`config.mk`:
```
export PLATFORM = sky130hd
export DESIGN_NAME = fex_core
export DESIGN_NICKNAME = d
export VERILOG_FILES = /design/src/rtl/fex_pkg.sv /design/src/rtl/fex_core.sv
export VERILOG_INCLUDE_DIRS = /design/src /design/src/rtl
export SDC_FILE = /design/constraint.sdc
export NUM_CORES = 1
export LEC_CHECK = 0
export ABC_AREA = 1
export BUFFER_PORTS_ARGS = -buffer_cell sky130_fd_sc_hd__buf_4
export CAP_MARGIN = 20
export CORE_MARGIN = 2
export CORE_UTILIZATION = 45
export CTS_BUF_LIST = sky130_fd_sc_hd__clkbuf_16
export CTS_CLUSTER_SIZE = 14
export DETAILED_ROUTE_END_ITERATION = 10
export PLACE_DENSITY = 0.75
export SLEW_MARGIN = 5
export SYNTH_ARGS = -nofsm -noshare
export SYNTH_HDL_FRONTEND = slang
export SYNTH_SLANG_ARGS = --single-unit
```
`constraint.sdc`:
```
create_clock -name CLK_I -period 2.68 [get_ports CLK_I]
set_clock_uncertainty 0.1 [all_clocks]
set_input_delay 0.268 -clock CLK_I [delete_from_list [all_inputs] [get_ports CLK_I]]
set_output_delay 0.268 -clock CLK_I [all_outputs]
set_load 0.1 [all_outputs]
```
`src/rtl/fex_defines.svh`:
```
// timing and width constants for the fetch/execute sequencer
`ifndef FEX_DEFINES_SVH
`define FEX_DEFINES_SVH
`define FEX_PHASES 4
`define FEX_DATA_W 8
`define FEX_PC_W 11
`define FEX_IW_W 14
`define FEX_PAGE_W 8
`define FEX_PC_RESET 11'h000
`define FEX_ACC_RESET 8'h00
`endif

```
`src/rtl/fex_pkg.sv`:
```
// types for the fetch/execute sequencer
`default_nettype none
package fex_pkg;
    typedef enum logic [3:0] {
        PH_T1 = 4'h1,
        PH_T2 = 4'h2,
        PH_T3 = 4'h4,
        PH_T4 = 4'h8
    } fex_phase_e;
    typedef enum logic [2:0] {
        OP_NONE = 3'h0,
        OP_ALU = 3'h1,
        OP_JUMP = 3'h2,
        OP_SKIP = 3'h3,
        OP_PCL_WR = 3'h4
    } fex_op_e;
    typedef struct packed {
        fex_op_e op;
        logic [3:0] alu_fn;
        logic [7:0] operand;
        logic [10:0] target;
    } fex_dec_s;
endpackage
`default_nettype wire

```
`src/rtl/fex_core.sv`:
```
// four-phase fetch/execute sequencer with 8-bit accumulator alu
// Summary of operation
// (RULE_01) four non-overlapping phase clocks repeat in fixed order from system clock
// (RULE_02) pc advances at start of first phase; next word fetched then
// (RULE_03) decode and execute occupy phases two to four
// (RULE_04) one pass of four phases is one instruction cycle
// (RULE_05) fetch overlaps execute; plain instructions finish one per cycle
// (RULE_06) pc-changing instructions take two cycles: get target, then branch
// (RULE_07) alu works on 8-bit operands; data moves through accumulator
// (RULE_08) taken skip discards prefetched word and runs an idle cycle
// (RULE_09) low pc byte write jumps within 256-word page with idle cycle
// (RULE_10) reset restarts at first phase with no prefetched instruction
`include "fex_defines.svh"
`default_nettype none
module fex_core #(
    parameter int PC_W = `FEX_PC_W,
    parameter int IW_W = `FEX_IW_W
) (
    input wire logic CLK_I,
    input wire logic RST_I,
    input wire logic [IW_W-1:0] IMEM_DATA_I,
    input wire fex_pkg::fex_dec_s DEC_I,
    input wire logic [7:0] OPERAND_I,
    output logic [3:0] PHASE_O,
    output logic [PC_W-1:0] IMEM_ADDR_O,
    output logic IMEM_RD_O,
    output logic [IW_W-1:0] IR_O,
    output logic IR_VALID_O,
    output logic [7:0] ACC_O,
    output logic ALU_ZERO_O,
    output logic ALU_CARRY_O,
    output logic IDLE_CYCLE_O,
    output logic RETIRE_O
);
    if (PC_W <= `FEX_PAGE_W || PC_W > `FEX_PC_W)
    begin : g_bad_pc_w
        $error("fex_core: PC_W must exceed the page width and fit the target field");
    end
    if (IW_W < 1)
    begin : g_bad_iw_w
        $error("fex_core: IW_W must be at least one");
    end

    fex_pkg::fex_phase_e phase, next_phase;
    logic [PC_W-1:0] pc, next_pc;
    logic [PC_W-1:0] fetch_addr, next_fetch_addr;
    logic [IW_W-1:0] ir, next_ir;
    logic ir_valid, next_ir_valid;
    logic [7:0] acc, next_acc;
    logic zero, next_zero, carry, next_carry;
    logic branch_pend, next_branch_pend;
    logic [PC_W-1:0] target, next_target;
    logic idle, next_idle;
    logic retire, next_retire;
    logic exec_now;

    function automatic logic [8:0] alu(input logic [3:0] fn, input logic [7:0] a,
        input logic [7:0] b);
        case (fn)
            4'h0: alu = {1'b0, a} + {1'b0, b};
            4'h1: alu = {1'b0, a} - {1'b0, b};
            4'h2: alu = {1'b0, a & b};
            4'h3: alu = {1'b0, a | b};
            4'h4: alu = {1'b0, a ^ b};
            4'h5: alu = {1'b0, b};
            4'h6: alu = {1'b0, ~a};
            4'h7: alu = {1'b0, a} + 9'h001;
            4'h8: alu = {1'b0, a} - 9'h001;
            4'h9: alu = {a[0], a[0], a[7:1]};
            4'hA: alu = {a[7], a[6:0], a[7]};
            default: alu = {1'b0, a};
        endcase
    endfunction

    function automatic logic [PC_W-1:0] pc_plus_one(input logic [PC_W-1:0] a);
        pc_plus_one = a + {{(PC_W-1){1'b0}}, 1'b1};
    endfunction

    // phase sequencer
    always_comb
    begin
        case (phase)
            fex_pkg::PH_T1:
                next_phase = fex_pkg::PH_T2; // RULE_01
            fex_pkg::PH_T2:
                next_phase = fex_pkg::PH_T3; // RULE_03
            fex_pkg::PH_T3:
                next_phase = fex_pkg::PH_T4;
            fex_pkg::PH_T4:
                next_phase = fex_pkg::PH_T1; // RULE_04
            default:
                next_phase = fex_pkg::PH_T1;
        endcase
    end

    always_ff @(posedge CLK_I)
    begin
        if (RST_I)
            phase <= fex_pkg::PH_T1; // RULE_10
        else
            phase <= next_phase;
    end

    // execute slot: last phase with a real instruction held
    assign exec_now = (phase == fex_pkg::PH_T4) && ir_valid && !idle; // RULE_03

    // fetch and branch control
    always_comb
    begin
        next_pc = pc;
        next_ir = ir;
        next_ir_valid = ir_valid;
        next_branch_pend = branch_pend;
        next_target = target;
        next_idle = idle;
        if (phase == fex_pkg::PH_T1)
        begin
            next_ir = IMEM_DATA_I; // RULE_02
            next_ir_valid = 1'b1; // RULE_05
            next_idle = 1'b0;
            if (branch_pend)
            begin
                next_pc = target; // RULE_06
                next_ir_valid = 1'b0;
                next_idle = 1'b1;
                next_branch_pend = 1'b0;
            end
            else
                next_pc = pc_plus_one(pc); // RULE_02
        end
        else if (exec_now)
        begin
            case (DEC_I.op)
                fex_pkg::OP_JUMP:
                begin
                    next_target = DEC_I.target[PC_W-1:0]; // RULE_06
                    next_branch_pend = 1'b1;
                end
                fex_pkg::OP_SKIP:
                begin
                    next_target = pc_plus_one(pc); // RULE_08
                    next_branch_pend = 1'b1;
                end
                fex_pkg::OP_PCL_WR:
                begin
                    next_target = {pc[PC_W-1:`FEX_PAGE_W], acc}; // RULE_09
                    next_branch_pend = 1'b1;
                end
                default:
                    next_branch_pend = branch_pend;
            endcase
        end
        next_fetch_addr = next_branch_pend ? next_target : next_pc; // RULE_02
    end

    always_ff @(posedge CLK_I)
    begin
        if (RST_I)
        begin
            pc <= PC_W'(`FEX_PC_RESET);
            fetch_addr <= PC_W'(`FEX_PC_RESET);
            ir <= '0;
            ir_valid <= 1'b0; // RULE_10
            branch_pend <= 1'b0;
            target <= '0;
            idle <= 1'b0;
        end
        else
        begin
            pc <= next_pc;
            fetch_addr <= next_fetch_addr;
            ir <= next_ir;
            ir_valid <= next_ir_valid;
            branch_pend <= next_branch_pend;
            target <= next_target;
            idle <= next_idle;
        end
    end

    // accumulator, flags and retire pulse
    always_comb
    begin
        logic [8:0] res;
        res = 9'h000;
        next_acc = acc;
        next_zero = zero;
        next_carry = carry;
        next_retire = 1'b0;
        if (exec_now)
        begin
            next_retire = 1'b1; // RULE_05
            if (DEC_I.op == fex_pkg::OP_ALU)
            begin
                res = alu(DEC_I.alu_fn, acc, OPERAND_I); // RULE_07
                next_acc = res[7:0];
                next_carry = res[8];
                next_zero = (res[7:0] == 8'h00);
            end
        end
    end

    always_ff @(posedge CLK_I)
    begin
        if (RST_I)
        begin
            acc <= `FEX_ACC_RESET;
            zero <= 1'b0;
            carry <= 1'b0;
            retire <= 1'b0;
        end
        else
        begin
            acc <= next_acc;
            zero <= next_zero;
            carry <= next_carry;
            retire <= next_retire;
        end
    end

    assign PHASE_O = phase;
    assign IMEM_ADDR_O = fetch_addr;
    assign IMEM_RD_O = (phase == fex_pkg::PH_T1);
    assign IR_O = ir;
    assign IR_VALID_O = ir_valid && !idle;
    assign ACC_O = acc;
    assign ALU_ZERO_O = zero;
    assign ALU_CARRY_O = carry;
    assign IDLE_CYCLE_O = idle;
    assign RETIRE_O = retire;
endmodule
`default_nettype wire

```
* Yosys cells after proc, flatten, opt, wreduce, memory -nomap -nowiden
Index checks and enable logic that the tools add are counted.
Storage, ports and cells: input bits 50, register bits after elaboration 65
Cells by class: multiplexer cells 16, equal/unequal tests 18, reduce and logical (&&, ||, !) cells 8, add/sub/neg operators 5, bitwise logic cells 4
Operator list (number):
- $pmux W9 S11 | 1
- $mux W11 | 5
- $pmux W11 S3 | 1
- $eq A4 B3 Y1 const B | 5
- $mux W9 | 2
- $eq A4 B4 Y1 const B | 4
- $eq A4 B2 Y1 const B | 3
- $pmux W4 S3 | 1
- $add A11 B1 Y11 const B | 1
- $add A8 B1 Y9 const B | 1
- $add A8 B8 Y9 | 1
- $sub A8 B1 Y9 const B | 1
- $sub A8 B8 Y9 | 1
- $and A8 B8 Y8 | 1
- $eq A4 B1 Y1 const B | 2
- $logic_not A8 Y1 | 1
- $not A8 Y8 | 1
- $or A8 B8 Y8 | 1
- $xor A8 B8 Y8 | 1
- $eq A3 B2 Y1 const B | 2
- $mux W1 | 6
- $logic_not A4 Y1 | 1
- $eq A3 B1 Y1 const B | 1
- $eq A3 B3 Y1 const B | 1
- 4 further kinds | 6

* Longest topological paths before layout
Gate-level depths: netlist of run 1.
depth after elaboration 6, depth in mapped cells 23, depth with buffers taken out 23

* Worst setup path after synthesis of run 1
Ideal clock, no wire load.
kind flip-flop to flip-flop, from register idle, in the netlist IDLE_CYCLE_O, to register acc[6], in the netlist ACC_O[6], slack -0.757 ns, data required time 2.465 ns, library setup time 0.115 ns, data arrival time 3.221 ns, stages on the path, launching flop included 10, cell sequence dfxtp_1 > nor2_1 > nand4_1 > inv_1 > nand4_2 > inv_1 > buf_4 > nor2_1 > o21ai_0 > inv_1
Between the ends: word-level cells in the longest chain between the ends 3
RTL lines:
- start, declared | RTL line fex_core.sv:53 | logic idle, next_idle;
- start signal, assigned | RTL line fex_core.sv:176 | idle <= next_idle;
- $logic_not A1 Y1 | RTL line fex_core.sv:105 | assign exec_now = (phase == fex_pkg::PH_T4) && ir_valid && !idle;
- $logic_and A1 B1 Y1 | RTL line fex_core.sv:105
- $reduce_and A2 Y1 (no line)
- end signal, assigned | RTL line fex_core.sv:206 | acc <= `FEX_ACC_RESET;
- end signal, assigned | RTL line fex_core.sv:213 | acc <= next_acc;
- end, declared | RTL line fex_core.sv:49 | logic [7:0] acc, next_acc;
Every way passes these cells. A chain may end at the register's enable or synchronous reset.

* Worst setup path after layout of run 1
from input port DEC_I[21] in the netlist's numbering, to register zero, in the netlist ALU_ZERO_O
Between the ends: word-level cells in the longest chain between the ends 5
RTL lines:
- start, declared | RTL line fex_core.sv:22 | input wire fex_pkg::fex_dec_s DEC_I,
- $eq A4 B4 Y1 (tied with other cells) | RTL line fex_core.sv:59 | case (fn)
- $pmux W9 S11 * | RTL line fex_core.sv:59
- $mux W9 * | RTL line fex_core.sv:192 | if (DEC_I.op == fex_pkg::OP_ALU)
- $mux W9 * | RTL line fex_core.sv:189 | if (exec_now)
- $logic_not A8 Y1 * | RTL line fex_core.sv:197 | next_zero = (res[7:0] == 8'h00);
- end signal, assigned | RTL line fex_core.sv:214 | zero <= next_zero;
- end, declared | RTL line fex_core.sv:50 | logic zero, next_zero, carry, next_carry;
Mark *: on every way between the ends. The rest lies on a longest branch, timed or not. The select of a mux whose other input is x is not followed.

==> impl_metrics.ini, run 1 <==
[run_status]
status = finished clean

[global_route]
grt_pass1_vias = 4758
antenna_found_initial = 0
grt-ovfl-total = 0
grt_pass1_wl_um = 22600
grt_max_degree = 34
track_usage = 0.274

[clock_tree]
path_clk_slew_ns = 0.05
cts_max_level = 3
cts_made_buffers = 9
root_buffer = clkbuf_16
cts_num_sinks = 65
clk_latency_ns = 0.34
cts_tree = done
hold_buffers = 0
clockBufferDepth = 2

[power_and_ir_drop]
switchingPower_w = 0.00148
power_density_nw_per_um2 = 605
pwr-share-clk = 0.286
seqPwrFrac = 0.321
p_int_w = 0.00199
p_sw_frac = 0.426
combPwrFrac = 0.393
leakage_nw = 2.94
max-vdd-ir-drop_uv = 606

[worst_setup_path]
crit_path_max_fanout = 6
crit_slowest_cell = ha_1
reg2reg_to = ALU_ZERO_O$_SDFFE_PP0P_
cp.required_ns = 2.85
cpPeakStageDelay_ns = 0.39
rrSetupSlack_ns = 0.31
crit_chain = buf_4 -> inv_2 -> nand2_1 -> nor2_2 -> nor2_4 -> buf_4 -> o21ai_0 -> o21ai_0 -> ha_1 -> buf_4 -> buf_4 -> xnor2_1 -> nand2_1 -> nand3_1 -> nand2_1 -> nand3_1 -> nor2_1 -> nand3_1 -> a21oi_1
r2r_cells = 12
endpoint_kind = register
cp_common_cell = buf_4
cp-startpoint = DEC_I[21]
start_kind = primary input
r2r_start = ACC_O[0]$_SDFFE_PP0P_
crit_type = primary input to register
setup.worst_path.end = ALU_ZERO_O$_SDFFE_PP0P_
arrival_ns = 2.68

[synthesis]
synth_edf_count = 0
synthCells = 685
synthesis.nets = 762
async_flop_share = 0
seq_area_frac_synth = 0.295
syn_avg_cell_area_um2 = 6.43
synth_area_um2 = 4400
ys.flop_type = dfxtp_1
synth-seq-cells = 65
synth_cell_types = 46
ys_warn_count = 0

[cells_and_area]
area_growth_pct = 30.1
n_fill_cell = 967
antennaDiodeCount = 0
nNetsFinal = 884
drive_above_1_share = 0.216

[die]
die_h_um = 103
start_util = 0.457
row_count = 36
die_x_um = 103
fp.dieArea_um2 = 10600
ioPinCount = 93
core_area_um2 = 9640

[worst_hold_path]
holdPathStages = 3
hold_path_class = primary input to register

[timing]
setup_viol = 0
timing.final.hold_violations = 0
max_freq_mhz = 398
drv_slew = 0
final.setup.tns_ns = 0
relSlewSlack = 0.596
final.min_clock_period_ns = 2.51
finalWorstSetupSlack_ns = 0.169
hold_ws_ns = 0.0545
worstMarginPinSlew_ns = 0.605
finalCritPeriodShare = 0.937

[detailed_routing]
routedWlPerCell_um = 14.8
viasPerCell = 5.25
drtPass1Iterations = 5
maxUsedRoutingLayer = met4
routed_wl_um = 14000
drt-met1-wl_um = 5770
detail-route-antenna-nets = 0
drt_iter0_drc = 279
met3_length_um = 987
vias = 4959
wl_met2_um = 6850
drcViolationCount = 0

[job]
maxCapViolCount = 0

[placement]
preCtsSetupSlack_ns = -0.203
io_buffers = 84
place.gp.congestion = 0.961
post-dp-hpwl_um = 10600
-- area by class of cell --
class	instances	area [µm²]	area share
multi-input cells	515	2710	0.473
flip-flops and latches	65	1300	0.228
repair buffers	127	953	0.166
inverters	89	343	0.0598
clock buffers	9	225	0.0393
well taps	133	166	0.0290
clock inverters	7	26.3	0.00459
-- what timing repair did --
action	CTS	global route
setup buffers	0	1
gates resized for setup	0	8
setup endpoints to repair	0	5
-- cells in the final DEF (no fill, tap or decap), types with 6 or more instances in the layout --
cell,n
xor2_1,10
nor3_1,7
nand3b_1,6
nor2_1,100
clkbuf_16,9
dfxtp_1,63
a31oi_1,6
o21ai_1,8
inv_1,86
nand3_1,61
buf_4,127
nand2_1,180
ha_1,26
o22ai_1,8
inv_2,7
o21ai_0,45
a21oi_1,14
-- cell usage after synthesis, types with 2 or more instances --
cell type	number	share of area
o2111ai_1	2	0.0040
buf_4	2	0.0034
nor3_1	9	0.010
nor3_4	2	0.0074
xnor2_1	4	0.0080
nand4_1	3	0.0043
nand2_4	3	0.0077
a31oi_1	6	0.0085
nand2_1	180	0.15
a21oi_1	16	0.018
nor2_4	3	0.0077
nor2_2	2	0.0028
o22ai_1	9	0.013
o21ai_0	47	0.053
o21ai_1	6	0.0068
xor2_1	10	0.020
inv_2	7	0.0060
nand2_2	2	0.0028
o221ai_1	2	0.0040
inv_1	79	0.067
clkbuf_1	6	0.0051
ha_1	26	0.074
nor2_1	102	0.087
buf_2	6	0.0068
nand3_1	61	0.069
nand3b_1	6	0.010
dfxtp_1	65	0.30
-- per-stage QoR --
step / util / cells / power [W] / cell area (µm²)
detailed placement: 0.565 / 928 / 0.00248 / 5440
floorplan: - / 685 / 0.00212 / 4420
finish: 0.594 / 945 / 0.00347 / 5730
global route: 0.594 / 945 / 0.00361 / 5730
CTS: 0.591 / 944 / 0.00346 / 5700
global placement: 0.565 / 928 / 0.00246 / 5440
-- power by group through the flow --
stage	Clock, W	Combinational (W)	Sequential, W
3_3_place_gp	0	0.00134	0.00112
2_1_floorplan	0	0.000473	0.00165
5_1_grt	0.00105	0.00144	0.00112
3_5_place_dp	0	0.00135	0.00113
4_1_cts	0.000997	0.00135	0.00111
6_report	0.000990	0.00136	0.00111
-- logic make-up (layout without fill, tap and decap cells) --
kind of cell    after synthesis  in the layout  share of synthesized area
buf+inv                     105            232                     0.0966
fa+ha+maj                    27             27                     0.0784
compound gates               97             97                      0.128
xor+xnor                     14             14                     0.0278
simple gates                377            377                      0.374
flops                        65             65                      0.295
-- layer usage --
layer	up-vias	track usage
met2	237	0.483
met5	-	0
met1	2244	0.329
met4	0	0.107
met3	32	0.0502
li1	2446	-
-- registers in the layout, summed over array words and instances, names as in the netlist --
name          flops
ACC_O             8
ALU_CARRY_O       1
ALU_ZERO_O        1
IDLE_CYCLE_O      1
IMEM_ADDR_O      11
IR_O             14
PHASE_O           4
RETIRE_O          1
branch_pend       1
ir_valid          1
pc               11
target           11
-- worst min path at each step --
stage | start | end | slack (ns)
2_1_floorplan | IMEM_DATA_I[0] | IR_O[0]$_SDFFE_PP0P_ | 0.30
3_3_place_gp | ALU_ZERO_O$_SDFFE_PP0P_ | ALU_ZERO_O$_SDFFE_PP0P_ | 0.37
3_5_place_dp | ALU_CARRY_O$_SDFFE_PP0P_ | ALU_CARRY_O$_SDFFE_PP0P_ | 0.37
4_1_cts | IMEM_DATA_I[1] | IR_O[1]$_SDFFE_PP0P_ | 0.06
5_1_grt | IMEM_DATA_I[4] | IR_O[4]$_SDFFE_PP0P_ | 0.06
6_report | IMEM_DATA_I[2] | IR_O[2]$_SDFFE_PP0P_ | 0.05
-- critical path: cells and delay by family --
kind / cells / cell delay [ns]
AOI/OAI and AO/OA: 3 / 0.32
xor gates and xnor gates: 1 / 0.12
adders and majority gates: 1 / 0.39
buffers and inverters: 5 / 0.65
and+or+nand+nor: 9 / 0.92
(Power assumes the default switching activity.)
==> inputs of run 2 (changes only) <==
--- a/config.mk
+++ b/config.mk
@@ -7,7 +7,7 @@
 export NUM_CORES = 1
 export LEC_CHECK = 0
 export ABC_AREA = 1
-export BUFFER_PORTS_ARGS = -buffer_cell sky130_fd_sc_hd__buf_4
+export BUFFER_PORTS_ARGS = -buffer_cell sky130_fd_sc_hd__buf_2
 export CAP_MARGIN = 20
 export CORE_MARGIN = 2
 export CORE_UTILIZATION = 45
==> constraint.sdc (replaced) <==
create_clock -name CLK_I -period 3.1 [get_ports CLK_I]
set_clock_uncertainty 0.1 [all_clocks]
set_input_delay 0.31 -clock CLK_I [delete_from_list [all_inputs] [get_ports CLK_I]]
set_output_delay 0.31 -clock CLK_I [all_outputs]
set_load 0.1 [all_outputs]
==> impl_metrics.ini, run 2 (same netlist as run 1, synthesis figures left out) <==
[timing]
timing.final.hold_violations = 0
setup_viol = 0
max_freq_mhz = 366
final.min_clock_period_ns = 2.73
grt_setup_unrepaired = false
final.setup.tns_ns = 0
finalWorstSetupSlack_ns = 0.371
finalCritPeriodShare = 0.880
worstMarginPinSlew_ns = 0.584
drv_slew = 0
relSlewSlack = 0.609
hold_ws_ns = 0.113

[clock_tree]
path_clk_slew_ns = 0.05
cts_tree = done
root_buffer = clkbuf_16
cts_made_buffers = 9
clockBufferDepth = 2
clk_latency_ns = 0.32
hold_buffers = 0
postCtsSetupRepairBufs = 0
cts_max_level = 3
cts_num_sinks = 65
cts-resized-gates = 0

[worst_setup_path]
path_buf_inv = 5
cp_common_cell = nand3_1
endpoint_kind = register
crit_path_max_fanout = 5
start_kind = primary input
arrival_ns = 2.87
crit_slowest_cell = fa_1
cpPeakStageDelay_ns = 0.43
path_depth = 21
cpLargestDelayFamily = simple AND/OR/NAND/NOR gates
cp.required_ns = 3.25
crit_chain = buf_2 -> inv_1 -> nand2_1 -> nor2_1 -> nor2_4 -> inv_4 -> nand2_4 -> o22ai_1 -> inv_1 -> fa_1 -> inv_1 -> nand2_1 -> nand2_1 -> nand3_1 -> nand3_1 -> nand3_1 -> nand2_1 -> nand3_1 -> nor2_1 -> nand3_1 -> a21oi_1
crit_type = primary input to register
r2r_cells = 14

[worst_hold_path]
holdPathStages = 3
hold_path_class = primary input to register

[detailed_routing]
routedWlPerCell_um = 14.5
drtPass1Iterations = 5
vias = 4858
drcViolationCount = 0
drt_iter0_drc = 339
routed_wl_um = 13300
viasPerCell = 5.31
detail-route-antenna-nets = 0

[power_and_ir_drop]
switchingPower_w = 0.00126
pwr-share-clk = 0.336
max-vdd-ir-drop_uv = 737
power_density_nw_per_um2 = 576
seqPwrFrac = 0.312
p_int_w = 0.00180
leakage_nw = 2.75
p_sw_frac = 0.411
combPwrFrac = 0.352

[global_route]
grt_max_degree = 35
antenna_found_initial = 0
grt-ovfl-total = 0
grt_pass1_wl_um = 21900
track_usage = 0.263
grt_pass1_vias = 4610

[run_status]
status = finished clean

[job]
maxCapViolCount = 0

[die]
fp.dieArea_um2 = 10600
core_area_um2 = 9640
die_h_um = 103
start_util = 0.457
die_x_um = 103
ioPinCount = 93
row_count = 36

[cells_and_area]
area_growth_pct = 20.7
antennaDiodeCount = 0
layout.cells.most_common = nand2_1
nNetsFinal = 855
largest_reg_flops = 14
n_fill_cell = 989
layout_common_cells = nand2_1 (180), nor2_1 (101), buf_2 (84)
drive_above_1_share = 0.180

[placement]
place.gp.congestion = 0.962
post-dp-hpwl_um = 9970
io_buffers = 84
preCtsSetupSlack_ns = 0.0481
run 2: changes by cell type in the layout (fill, tap and decap cells not counted), sizes merged:
cell,before,now
buf,127,98
clkinv,1,3
inv,95,90
bufinv,0,2
run 2: path summary, 6_finish.rpt:
kind | from | to | slack, ns
worst max register to register | ACC_O[0]$_SDFFE_PP0P_ | ALU_ZERO_O$_SDFFE_PP0P_ | 0.57
worst max-delay path | DEC_I[20] | ALU_ZERO_O$_SDFFE_PP0P_ | 0.37
worst min-delay path | IMEM_DATA_I[10] | IR_O[10]$_SDFFE_PP0P_ | 0.11
worst min register to register | ALU_CARRY_O$_SDFFE_PP0P_ | ALU_CARRY_O$_SDFFE_PP0P_ | 0.38
run 2: final cells by class:
type | instances | area (µm²) | area share
Multi-Input combinational cell | 515 | 2680 | 0.504
Clock inverter | 6 | 76.3 | 0.0144
Inverter | 89 | 343 | 0.0645
Timing Repair Buffer | 98 | 526 | 0.0988
Clock buffer | 9 | 225 | 0.0424
Tap cell | 133 | 166 | 0.0313
Sequential cell | 65 | 1300 | 0.245
run 2: stage by stage:
step                      std cells  cell area (µm²)  utilization  power, W
final                           915             5320        0.552   0.00306
after CTS                       915             5320        0.552   0.00306
after floorplan                 685             4410            -   0.00183
after global placement          900             5020        0.520   0.00203
after global routing            915             5320        0.552   0.00319
after detailed placement        900             5020        0.520   0.00204
run 2: worst min-delay path, cell delays in order:
cell and delay [ns]:
buf_2 0.07, nor2_1 0.03, nor2_1 0.08
run 2: power by group through the flow:
stage          sequential [W]  clock [W]  combinational [W]
2_1_floorplan         0.00142          0           0.000406
3_3_place_gp         0.000967          0            0.00106
3_5_place_dp         0.000970          0            0.00107
4_1_cts              0.000955    0.00103            0.00108
5_1_grt              0.000964    0.00108            0.00115
6_report             0.000957    0.00103            0.00108
run 2: per-layer routing:
| layer | global-route usage | up-vias | share of wire |
|---|---|---|---|
| met2 | 0.453 | 199 | 0.48 |
| met4 | 0.113 | 0 | 0.028 |
| met1 | 0.333 | 2226 | 0.42 |
| met3 | 0.0298 | 32 | 0.067 |
| met5 | 0 | - | 0 |
| li1 | - | 2401 | - |
